## src/hw/pmc_pkg.sv

```systemverilog
// Shared constants and types for the power mode controller
package pmc_pkg;
    localparam int       PORT_W     = 8;
    localparam int       IRQ_W      = 8;
    localparam int       DIV_W      = 6;
    localparam int       SEL_W      = 3;
    localparam logic [2:0] SEL_SLOW   = 3'h7;
    localparam logic [2:0] SEL_RESET  = 3'h7;
    localparam logic [2:0] SEL_DIV1   = 3'h0;
    localparam logic [7:0] PORT_RESET = 8'hff;
    localparam logic [7:0] IRQ_RESET  = 8'h00;
    localparam logic [5:0] DIV_RESET  = 6'h00;

    typedef enum logic [2:0] {
        MODE_FAST, MODE_SLOW, MODE_SLEEP, MODE_IDLE_SUB_ONLY_MODE, MODE_IDLE_BOTH_CLOCKS_MODE, MODE_IDLE_FAST_ONLY_MODE
    } op_mode_t;

    typedef enum logic [1:0] {ST_RUN, ST_HALTED, ST_WAKE_WAIT} pm_state_t;

    typedef enum logic [1:0] {
        CAUSE_RESUME, CAUSE_IRQ, CAUSE_WDT
    } wake_cause_t;
endpackage : pmc_pkg

```

## src/hw/clk_sel_if.sv

```systemverilog
// Clock source selection signals between controller and switch
interface clk_sel_if;
    logic want_slow;
    logic hold;
    logic active_slow;
    logic busy;
    modport ctrl (output want_slow, output hold, input active_slow, input busy);
    modport mux  (input want_slow, input hold, output active_slow, output busy);
endinterface : clk_sel_if

```

## src/hw/clock_divider.sv

```systemverilog
// High-speed clock enable divider, ratio 1 to 64
module clock_divider
    import pmc_pkg::*;
(
    input  wire logic             clk,
    input  wire logic             rst_n,
    input  wire logic             fast_tick,
    input  wire logic [SEL_W-1:0] ratio_sel,
    output logic                  div_tick
);
    logic [DIV_W-1:0] count;
    logic [DIV_W-1:0] next_count;
    logic [DIV_W-1:0] mask;
    logic             next_div_tick;

    always_comb begin
        mask          = DIV_W'((7'h01 << ratio_sel) - 7'h01);
        next_count    = fast_tick ? count + 6'h01 : count;
        next_div_tick = fast_tick && ((count & mask) == DIV_RESET);
    end

    always_ff @(posedge clk or negedge rst_n) begin
        if (!rst_n) begin
            count    <= DIV_RESET;
            div_tick <= 1'b0;
        end else begin
            count    <= next_count;
            div_tick <= next_div_tick;
        end
    end
endmodule : clock_divider

```

## src/hw/glitch_free_mux.sv

```systemverilog
// Glitch-free switch between divided fast clock and sub clock
module glitch_free_mux
    import pmc_pkg::*;
(
    input  wire logic clk,
    input  wire logic rst_n,
    input  wire logic fast_div_tick,
    input  wire logic sub_tick,
    clk_sel_if.mux    sel,
    output logic      sys_tick
);
    logic cur_slow;
    logic next_cur_slow;
    logic pend;
    logic next_pend;
    logic next_sys_tick;

    // Old source stops at once; new one is taken on its own edge
    always_comb begin
        next_pend     = (sel.want_slow != cur_slow);
        next_cur_slow = cur_slow;
        if (pend && (sel.want_slow ? sub_tick : fast_div_tick)) begin
            next_cur_slow = sel.want_slow;
        end
        next_sys_tick = !sel.hold && !next_pend && !pend
                      && (cur_slow ? sub_tick : fast_div_tick);
    end

    always_ff @(posedge clk or negedge rst_n) begin
        if (!rst_n) begin
            cur_slow <= 1'b1;
            pend     <= 1'b0;
            sys_tick <= 1'b0;
        end else begin
            cur_slow <= next_cur_slow;
            pend     <= next_pend;
            sys_tick <= next_sys_tick;
        end
    end

    assign sel.active_slow = cur_slow;
    assign sel.busy        = pend;
endmodule : glitch_free_mux

```

## src/hw/power_mode_controller.sv

```systemverilog
// Power and operating mode controller: clock select, halt modes, wake-up
module power_mode_controller (
    input  wire logic                         clk,
    input  wire logic                         rst_n,
    input  wire logic [pmc_pkg::SEL_W-1:0]    system_clock_select,
    input  wire logic                         fast_osc_keep_on_stop,
    input  wire logic                         slow_osc_keep_on_stop,
    input  wire logic                         fast_osc_enable,
    input  wire logic                         fast_osc_ready,
    input  wire logic                         slow_osc_ready,
    input  wire logic                         fast_tick,
    input  wire logic                         sub_tick,
    input  wire logic                         stop_cpu,
    input  wire logic                         clear_watchdog,
    input  wire logic                         watchdog_enabled,
    input  wire logic                         watchdog_overflow,
    input  wire logic                         external_reset_req,
    input  wire logic [pmc_pkg::PORT_W-1:0]   port_a_pins,
    input  wire logic [pmc_pkg::PORT_W-1:0]   port_a_wake_enable,
    input  wire logic [pmc_pkg::IRQ_W-1:0]    irq_request,
    input  wire logic [pmc_pkg::IRQ_W-1:0]    irq_enable,
    input  wire logic                         stack_full,
    output logic                              sys_clk_en,
    output logic                              fast_clk_en,
    output logic                              sub_clk_en,
    output logic                              fast_osc_run,
    output logic                              slow_osc_run,
    output logic                              fast_osc_stable_flag,
    output pmc_pkg::op_mode_t                 op_mode,
    output logic                              cpu_halted,
    output logic                              power_down_flag,
    output logic                              watchdog_timeout_flag,
    output logic                              watchdog_clear,
    output logic                              watchdog_run,
    output logic                              full_reset_req,
    output logic                              watchdog_reset_req,
    output logic                              interrupt_response,
    output logic                              resume_next
);
    import pmc_pkg::*;

    clk_sel_if sel_if ();

    logic        div_tick;
    logic [SEL_W-1:0] ratio_sel;

    pm_state_t   state, next_state;
    wake_cause_t cause, next_cause;
    logic        keep_fast, next_keep_fast;
    logic        keep_slow, next_keep_slow;
    logic [IRQ_W-1:0]  irq_armed, next_irq_armed;
    logic [PORT_W-1:0] pa_prev;
    logic [PORT_W-1:0] pa_fall;
    logic        want_slow, next_want_slow;
    logic        hold, next_hold;
    logic        halted;
    logic        osc_ok;
    logic        pin_wake;
    logic        irq_wake;
    logic        irq_serve;

    logic        next_fast_clk_en, next_sub_clk_en;
    logic        next_fast_run, next_slow_run, next_fast_flag;
    op_mode_t    next_op_mode;
    logic        next_cpu_halted, next_pdf, next_tof;
    logic        next_wdt_clear, next_wdt_run;
    logic        next_full_reset, next_wdt_reset;
    logic        next_irq_resp, next_resume;

    // Slow selection feeds divider ratio 1 so divider stays defined
    assign ratio_sel = (system_clock_select == SEL_SLOW) ? SEL_DIV1
                                                          : system_clock_select;

    clock_divider u_div (
        .clk       (clk),
        .rst_n     (rst_n),
        .fast_tick (fast_tick),
        .ratio_sel (ratio_sel),
        .div_tick  (div_tick)
    );

    glitch_free_mux u_mux (
        .clk           (clk),
        .rst_n         (rst_n),
        .fast_div_tick (div_tick),
        .sub_tick      (sub_tick),
        .sel           (sel_if.mux),
        .sys_tick      (sys_clk_en)
    );

    assign sel_if.want_slow = want_slow;
    assign sel_if.hold      = hold;

    // Wake source detection and oscillator status
    always_comb begin
        halted    = (state != ST_RUN);
        pa_fall   = pa_prev & ~port_a_pins;
        pin_wake  = |(pa_fall & port_a_wake_enable);
        irq_wake  = |(irq_request & irq_armed);
        irq_serve = |(irq_request & irq_armed & irq_enable) && !stack_full;
        osc_ok    = sel_if.active_slow ? slow_osc_ready : fast_osc_stable_flag;
    end

    // Mode sequencing
    always_comb begin
        next_state      = state;
        next_cause      = cause;
        next_keep_fast  = keep_fast;
        next_keep_slow  = keep_slow;
        next_irq_armed  = irq_armed;
        next_pdf        = power_down_flag;
        next_tof        = watchdog_timeout_flag;
        next_wdt_clear  = 1'b0;
        next_full_reset = 1'b0;
        next_wdt_reset  = 1'b0;
        next_irq_resp   = 1'b0;
        next_resume     = 1'b0;
        unique case (state)
            ST_RUN: begin
                if (clear_watchdog) begin
                    next_pdf       = 1'b0;
                    next_wdt_clear = 1'b1;
                end
                if (watchdog_overflow) begin
                    next_tof       = 1'b1;
                    next_wdt_reset = 1'b1;
                end
                if (stop_cpu) begin
                    next_state     = ST_HALTED;
                    next_keep_fast = fast_osc_keep_on_stop;
                    next_keep_slow = slow_osc_keep_on_stop;
                    next_irq_armed = ~irq_request;
                    next_pdf       = 1'b1;
                    next_tof       = watchdog_overflow; // Overflow in same cycle wins
                    next_wdt_clear = 1'b1;
                end
            end
            ST_HALTED: begin
                if (external_reset_req) begin
                    next_full_reset = 1'b1;
                    next_state      = ST_RUN;
                end else if (watchdog_overflow) begin
                    next_tof   = 1'b1;
                    next_cause = CAUSE_WDT;
                    next_state = ST_WAKE_WAIT;
                end else if (pin_wake) begin
                    next_cause = CAUSE_RESUME;
                    next_state = ST_WAKE_WAIT;
                end else if (irq_wake) begin
                    next_cause = irq_serve ? CAUSE_IRQ : CAUSE_RESUME;
                    next_state = ST_WAKE_WAIT;
                end
            end
            ST_WAKE_WAIT: begin
                if (external_reset_req) begin
                    next_full_reset = 1'b1;
                    next_state      = ST_RUN;
                end else if (osc_ok && !sel_if.busy) begin
                    next_state = ST_RUN;
                    unique case (cause)
                        CAUSE_WDT:    next_wdt_reset = 1'b1;
                        CAUSE_IRQ:    next_irq_resp  = 1'b1;
                        CAUSE_RESUME: next_resume    = 1'b1;
                    endcase
                end
            end
        endcase
    end

    // Oscillators, clock gating and selection
    always_comb begin
        next_fast_run  = halted ? (keep_fast || state == ST_WAKE_WAIT)
                                : (fast_osc_enable || system_clock_select != SEL_SLOW);
        next_slow_run  = !halted || keep_slow || watchdog_enabled
                       || (state == ST_WAKE_WAIT);
        next_fast_flag = next_fast_run && fast_osc_run && fast_osc_ready;
        next_fast_clk_en = fast_tick && fast_osc_run
                         && (!halted || keep_fast);
        next_sub_clk_en  = sub_tick && slow_osc_run
                         && (!halted || keep_slow);
        next_want_slow = want_slow;
        if (system_clock_select == SEL_SLOW) begin
            if (slow_osc_ready) begin
                next_want_slow = 1'b1;
            end
        end else if (fast_osc_stable_flag) begin
            next_want_slow = 1'b0;
        end
        next_hold       = (next_state != ST_RUN);
        next_cpu_halted = (next_state != ST_RUN);
        next_wdt_run    = watchdog_enabled;
        if (!halted) begin
            next_op_mode = sel_if.active_slow ? MODE_SLOW : MODE_FAST;
        end else if (keep_fast && keep_slow) begin
            next_op_mode = MODE_IDLE_BOTH_CLOCKS_MODE;
        end else if (keep_fast) begin
            next_op_mode = MODE_IDLE_FAST_ONLY_MODE;
        end else if (keep_slow) begin
            next_op_mode = MODE_IDLE_SUB_ONLY_MODE;
        end else begin
            next_op_mode = MODE_SLEEP;
        end
    end

    always_ff @(posedge clk or negedge rst_n) begin
        if (!rst_n) begin
            state                 <= ST_RUN;
            cause                 <= CAUSE_RESUME;
            keep_fast             <= 1'b0;
            keep_slow             <= 1'b0;
            irq_armed             <= IRQ_RESET;
            pa_prev               <= PORT_RESET;
            want_slow             <= 1'b1;
            hold                  <= 1'b0;
            fast_clk_en           <= 1'b0;
            sub_clk_en            <= 1'b0;
            fast_osc_run          <= 1'b0;
            slow_osc_run          <= 1'b1;
            fast_osc_stable_flag  <= 1'b0;
            op_mode               <= MODE_SLOW;
            cpu_halted            <= 1'b0;
            power_down_flag       <= 1'b0;
            watchdog_timeout_flag <= 1'b0;
            watchdog_clear        <= 1'b0;
            watchdog_run          <= 1'b0;
            full_reset_req        <= 1'b0;
            watchdog_reset_req    <= 1'b0;
            interrupt_response    <= 1'b0;
            resume_next           <= 1'b0;
        end else begin
            state                 <= next_state;
            cause                 <= next_cause;
            keep_fast             <= next_keep_fast;
            keep_slow             <= next_keep_slow;
            irq_armed             <= next_irq_armed;
            pa_prev               <= port_a_pins;
            want_slow             <= next_want_slow;
            hold                  <= next_hold;
            fast_clk_en           <= next_fast_clk_en;
            sub_clk_en            <= next_sub_clk_en;
            fast_osc_run          <= next_fast_run;
            slow_osc_run          <= next_slow_run;
            fast_osc_stable_flag  <= next_fast_flag;
            op_mode               <= next_op_mode;
            cpu_halted            <= next_cpu_halted;
            power_down_flag       <= next_pdf;
            watchdog_timeout_flag <= next_tof;
            watchdog_clear        <= next_wdt_clear;
            watchdog_run          <= next_wdt_run;
            full_reset_req        <= next_full_reset;
            watchdog_reset_req    <= next_wdt_reset;
            interrupt_response    <= next_irq_resp;
            resume_next           <= next_resume;
        end
    end

    logic halt_go;
    assign halt_go = (state == ST_RUN) && stop_cpu;
endmodule : power_mode_controller

```

## config.mk

```make
export PLATFORM = sky130hd
export DESIGN_NAME = power_mode_controller
export DESIGN_NICKNAME = d
export VERILOG_FILES = /design/src/hw/pmc_pkg.sv /design/src/hw/clk_sel_if.sv /design/src/hw/clock_divider.sv /design/src/hw/glitch_free_mux.sv /design/src/hw/power_mode_controller.sv
export SDC_FILE = /design/constraint.sdc
export NUM_CORES = 1
export LEC_CHECK = 0
export ABC_AREA = 1
export BUFFER_PORTS_ARGS = -buffer_cell sky130_fd_sc_hd__buf_2
export CORE_MARGIN = 2
export CORE_UTILIZATION = 51
export CTS_CLUSTER_DIAMETER = 30
export DETAILED_ROUTE_END_ITERATION = 8
export HOLD_SLACK_MARGIN = 0.02
export PLACE_DENSITY = 0.8
export SYNTH_ARGS = -nofsm -noshare
export SYNTH_HDL_FRONTEND = slang
export SYNTH_SLANG_ARGS = --single-unit
```

## constraint.sdc

```tcl
create_clock -name clk -period 1.7 [get_ports clk]
set_clock_uncertainty 0.1 [all_clocks]
set_input_delay 0.51 -clock clk [delete_from_list [all_inputs] [get_ports clk]]
set_output_delay 0.51 -clock clk [all_outputs]
set_load 0.05 [all_outputs]
```

==> flow_summary.toml <==
[outcome]
status = "finished clean"

[power]
p_leak_nw = 1.50
powerDensity_nw_per_um2 = 1590
ir_worst_vdd_uv = 714

[final_layout]
syn2layout_area_growth_pct = 24.0
antenna_cells = 0
nFillCells = 396
finalInstanceArea_um2 = 2800
seq_area_um2 = 1270
final_nets = 386
multi_input_area_um2 = 843
drive_above_1_share_pct = 33.2

[worst_setup_path]
crit_path_cell_trace = "clkbuf_4"
cp_slowest_cell = "dfstp_2"
crit_fanout = 1
worstSetupPathDepth = 1
slowest_delay_ps = 520
worst_r2r_path_depth = 10
crit_family = "flip-flops"
worst_setup_path_end_kind = "primary output"
worstSetupStartpointType = "flip-flop"
cp_num_buf_inv = 1
crit_type = "flip-flop to primary output"
worst_ep_arrival_time_ps = 1030
ff2ff_setup_slack_ps = 140
critPathRequiredTime_ps = 1090

[run]
drv_cap = 0

[timing]
worst_pin_slew_ps = 257
period_needed_ps = 1640
slew_headroom_pct = 82.7
hold_viol_final = 0
fmax_mhz = 608
totalNegativeSetupSlack_ps = 0
drv_slew = 0
rsz0062_at_grt = "false"
fin_hold_ws_ps = 66.5
finalSetupViolCount = 0
min_period_over_period_pct = 96.7

[cts]
clk-insertion-delay-late_ps = 300
clk_pin_slew_ps = 80
clockBufferDepth = 2
cts_tree = "yes"
htreeDepth = 2
root_buffer = "clkbuf_8"
ctsHoldBuffers = 0
postCtsSetupBuffers = 0
cts_made_buffers = 5
clkSinkCount = 50

[synth]
yosysWarnings = 0
seq_area_frac_synth_pct = 56.0
synth.ff_latch_count = 50
ys_top_cells_by_area = "dfrtp_1 42%, dfstp_2 14%, nand2_1 9.8%"
yosysMostFrequentCell = "nand2_1"
synth_enable_flop_cells = 0
synth_top_cells_by_count = "59 x nand2_1, 38 x dfrtp_1, 29 x inv_1"
yosysTopAreaCellShare_pct = 42.1
synthFlopType = "dfrtp_1"
synth_area_per_cell_um2 = 8.90
netlist_instances = 254
ys_types = 28
synthArstFlopShare_pct = 100
synth.net_count = 310
yosys.area.top_type = "dfrtp_1"
syn_area_um2 = 2260

[die]
dieArea_um2 = 4980
die_w_um = 70.6
dieHeight_um = 70.6
core_area_um2 = 4320
io_pins = 68
start_util_pct = 52.3
rows = 24

[min_path]
hp-class = "input port to async pin"

[place]
port_buffers = 67
placed_area_um2 = 2700
post-dp-hpwl_mm = 3.47
place_congestion = 0.811

[global_route]
grt_pass1_wl_mm = 7.29
grt_util_all_layers_pct = 18.7
grt_antenna_before_repair = 0
grt_start_max_net_pins = 51
grt-ovfl-total = 0
first_global_vias = 1763

[drt]
dr.max_layer_used = "met4"
avgViaCountPerCell = 4.89
drc_errors = 0
finalWirelength_mm = 4.43
met2_length_mm = 2.21
wl_met1_mm = 1.94
drt_pre_antenna_iters = 4
vias = 1871
wl_met3_um = 185
final_antenna_net_count = 0
wl_per_cell_um = 11.6
drtIter0Drc = 46
-- per-stage QoR --
step | power [W] | setup WS (ps) | std cells | util (%)
2_1_floorplan | 0.00326 | 128 | 254 | -
3_3_place_gp | 0.00371 | 37.2 | 375 | 62.4
3_5_place_dp | 0.00378 | -42.3 | 375 | 62.4
4_1_cts | 0.00450 | 9.05 | 383 | 64.6
5_1_grt | 0.00480 | 19.8 | 383 | 64.8
6_report | 0.00446 | 56.6 | 383 | 64.8
-- registers in the layout, indices dropped and copies added, names as in the netlist, 2 cells and up --
register	cells
cause	2
irq_armed	8
op_mode	3
pa_prev	8
state	2
u_div.count	6
-- layout by cell type (no fill, tap or decap), drive strengths merged --
cell / synthesis / routed
o21ai: 18 / 18
nand4: 4 / 4
buf: 2 / 71
nand2: 64 / 64
xor2: 5 / 5
nor4: 3 / 3
clkbuf: 1 / 8
o32ai: 2 / 2
nor3: 3 / 3
dfrtp: 38 / 38
o31ai: 1 / 1
nand3b: 2 / 2
dfstp: 12 / 12
mux2: 2 / 2
a21oi: 6 / 6
nand3: 19 / 19
inv: 37 / 37
ha: 6 / 6
clkinv: 1 / 2
o21bai: 1 / 1
xnor2: 1 / 1
nor2: 26 / 26
-- logic make-up after synthesis --
kind of cell | Yosys count | synth area share [%]
compound gates | 28 | 6.92
xor+xnor | 6 | 2.32
fa+ha+maj | 6 | 3.32
buf+inv | 41 | 7.14
flops | 50 | 56.0
mux | 2 | 0.996
simple gates | 121 | 23.3
-- cell type report --
cell class | instances | share of cell area [%]
Sequential cell | 50 | 45.2
Multi-Input combinational cell | 163 | 30.1
Timing Repair Buffer | 72 | 13.9
Inverter | 38 | 5.27
Clock buffer | 7 | 3.08
Tap cell | 52 | 2.32
Clock inverter | 1 | 0.178
-- final timing paths --
| path | startpoint | end |
|---|---|---|
| worst max-delay path | op_mode[0]$_DFF_PN1_ | op_mode[0] |
| worst min-delay path | rst_n | u_div.count[1]$_DFFE_PN0P_ |
| worst max register to register | state[0]$_DFF_PN0_ | hold$_DFF_PN0_ |
| worst min register to register | cause[0]$_DFFE_PN0P_ | resume_next$_DFF_PN0_ |
| max in group asynchronous | rst_n | pa_prev[4]$_DFF_PN1_ |
| min in group clk | port_a_pins[5] | pa_prev[5]$_DFF_PN1_ |
-- worst reg2reg max path: cells and delay by family, from the launching register on --
| kind | cells | cell delay, ps |
|---|---|---|
| adders and majority gates | 1 | 230 |
| DFF | 1 | 420 |
| and+or+nand+nor | 6 | 540 |
| buffers and inverters | 2 | 140 |
| AOI/OAI and AO/OA | 1 | 70 |
-- timing repair --
action / CTS / global route
cloned: 0 / 0
setup endpoints to repair: 1 / 5
resized for setup: 1 / 3
hold endpoints to repair: 0 / 0
-- per-layer routing --
metal,GRT usage [%],up-vias
met1,22.6,862
met5,0,-
li1,-,961
met4,8.81,0
met3,3.28,8
met2,32.5,40
-- report_power, final --
group	switching, W	internal, W
combinational	0.00128	0.000592
clock	0.000359	0.000328
sequential	0.000277	0.00163
(Power assumes the default switching activity.)
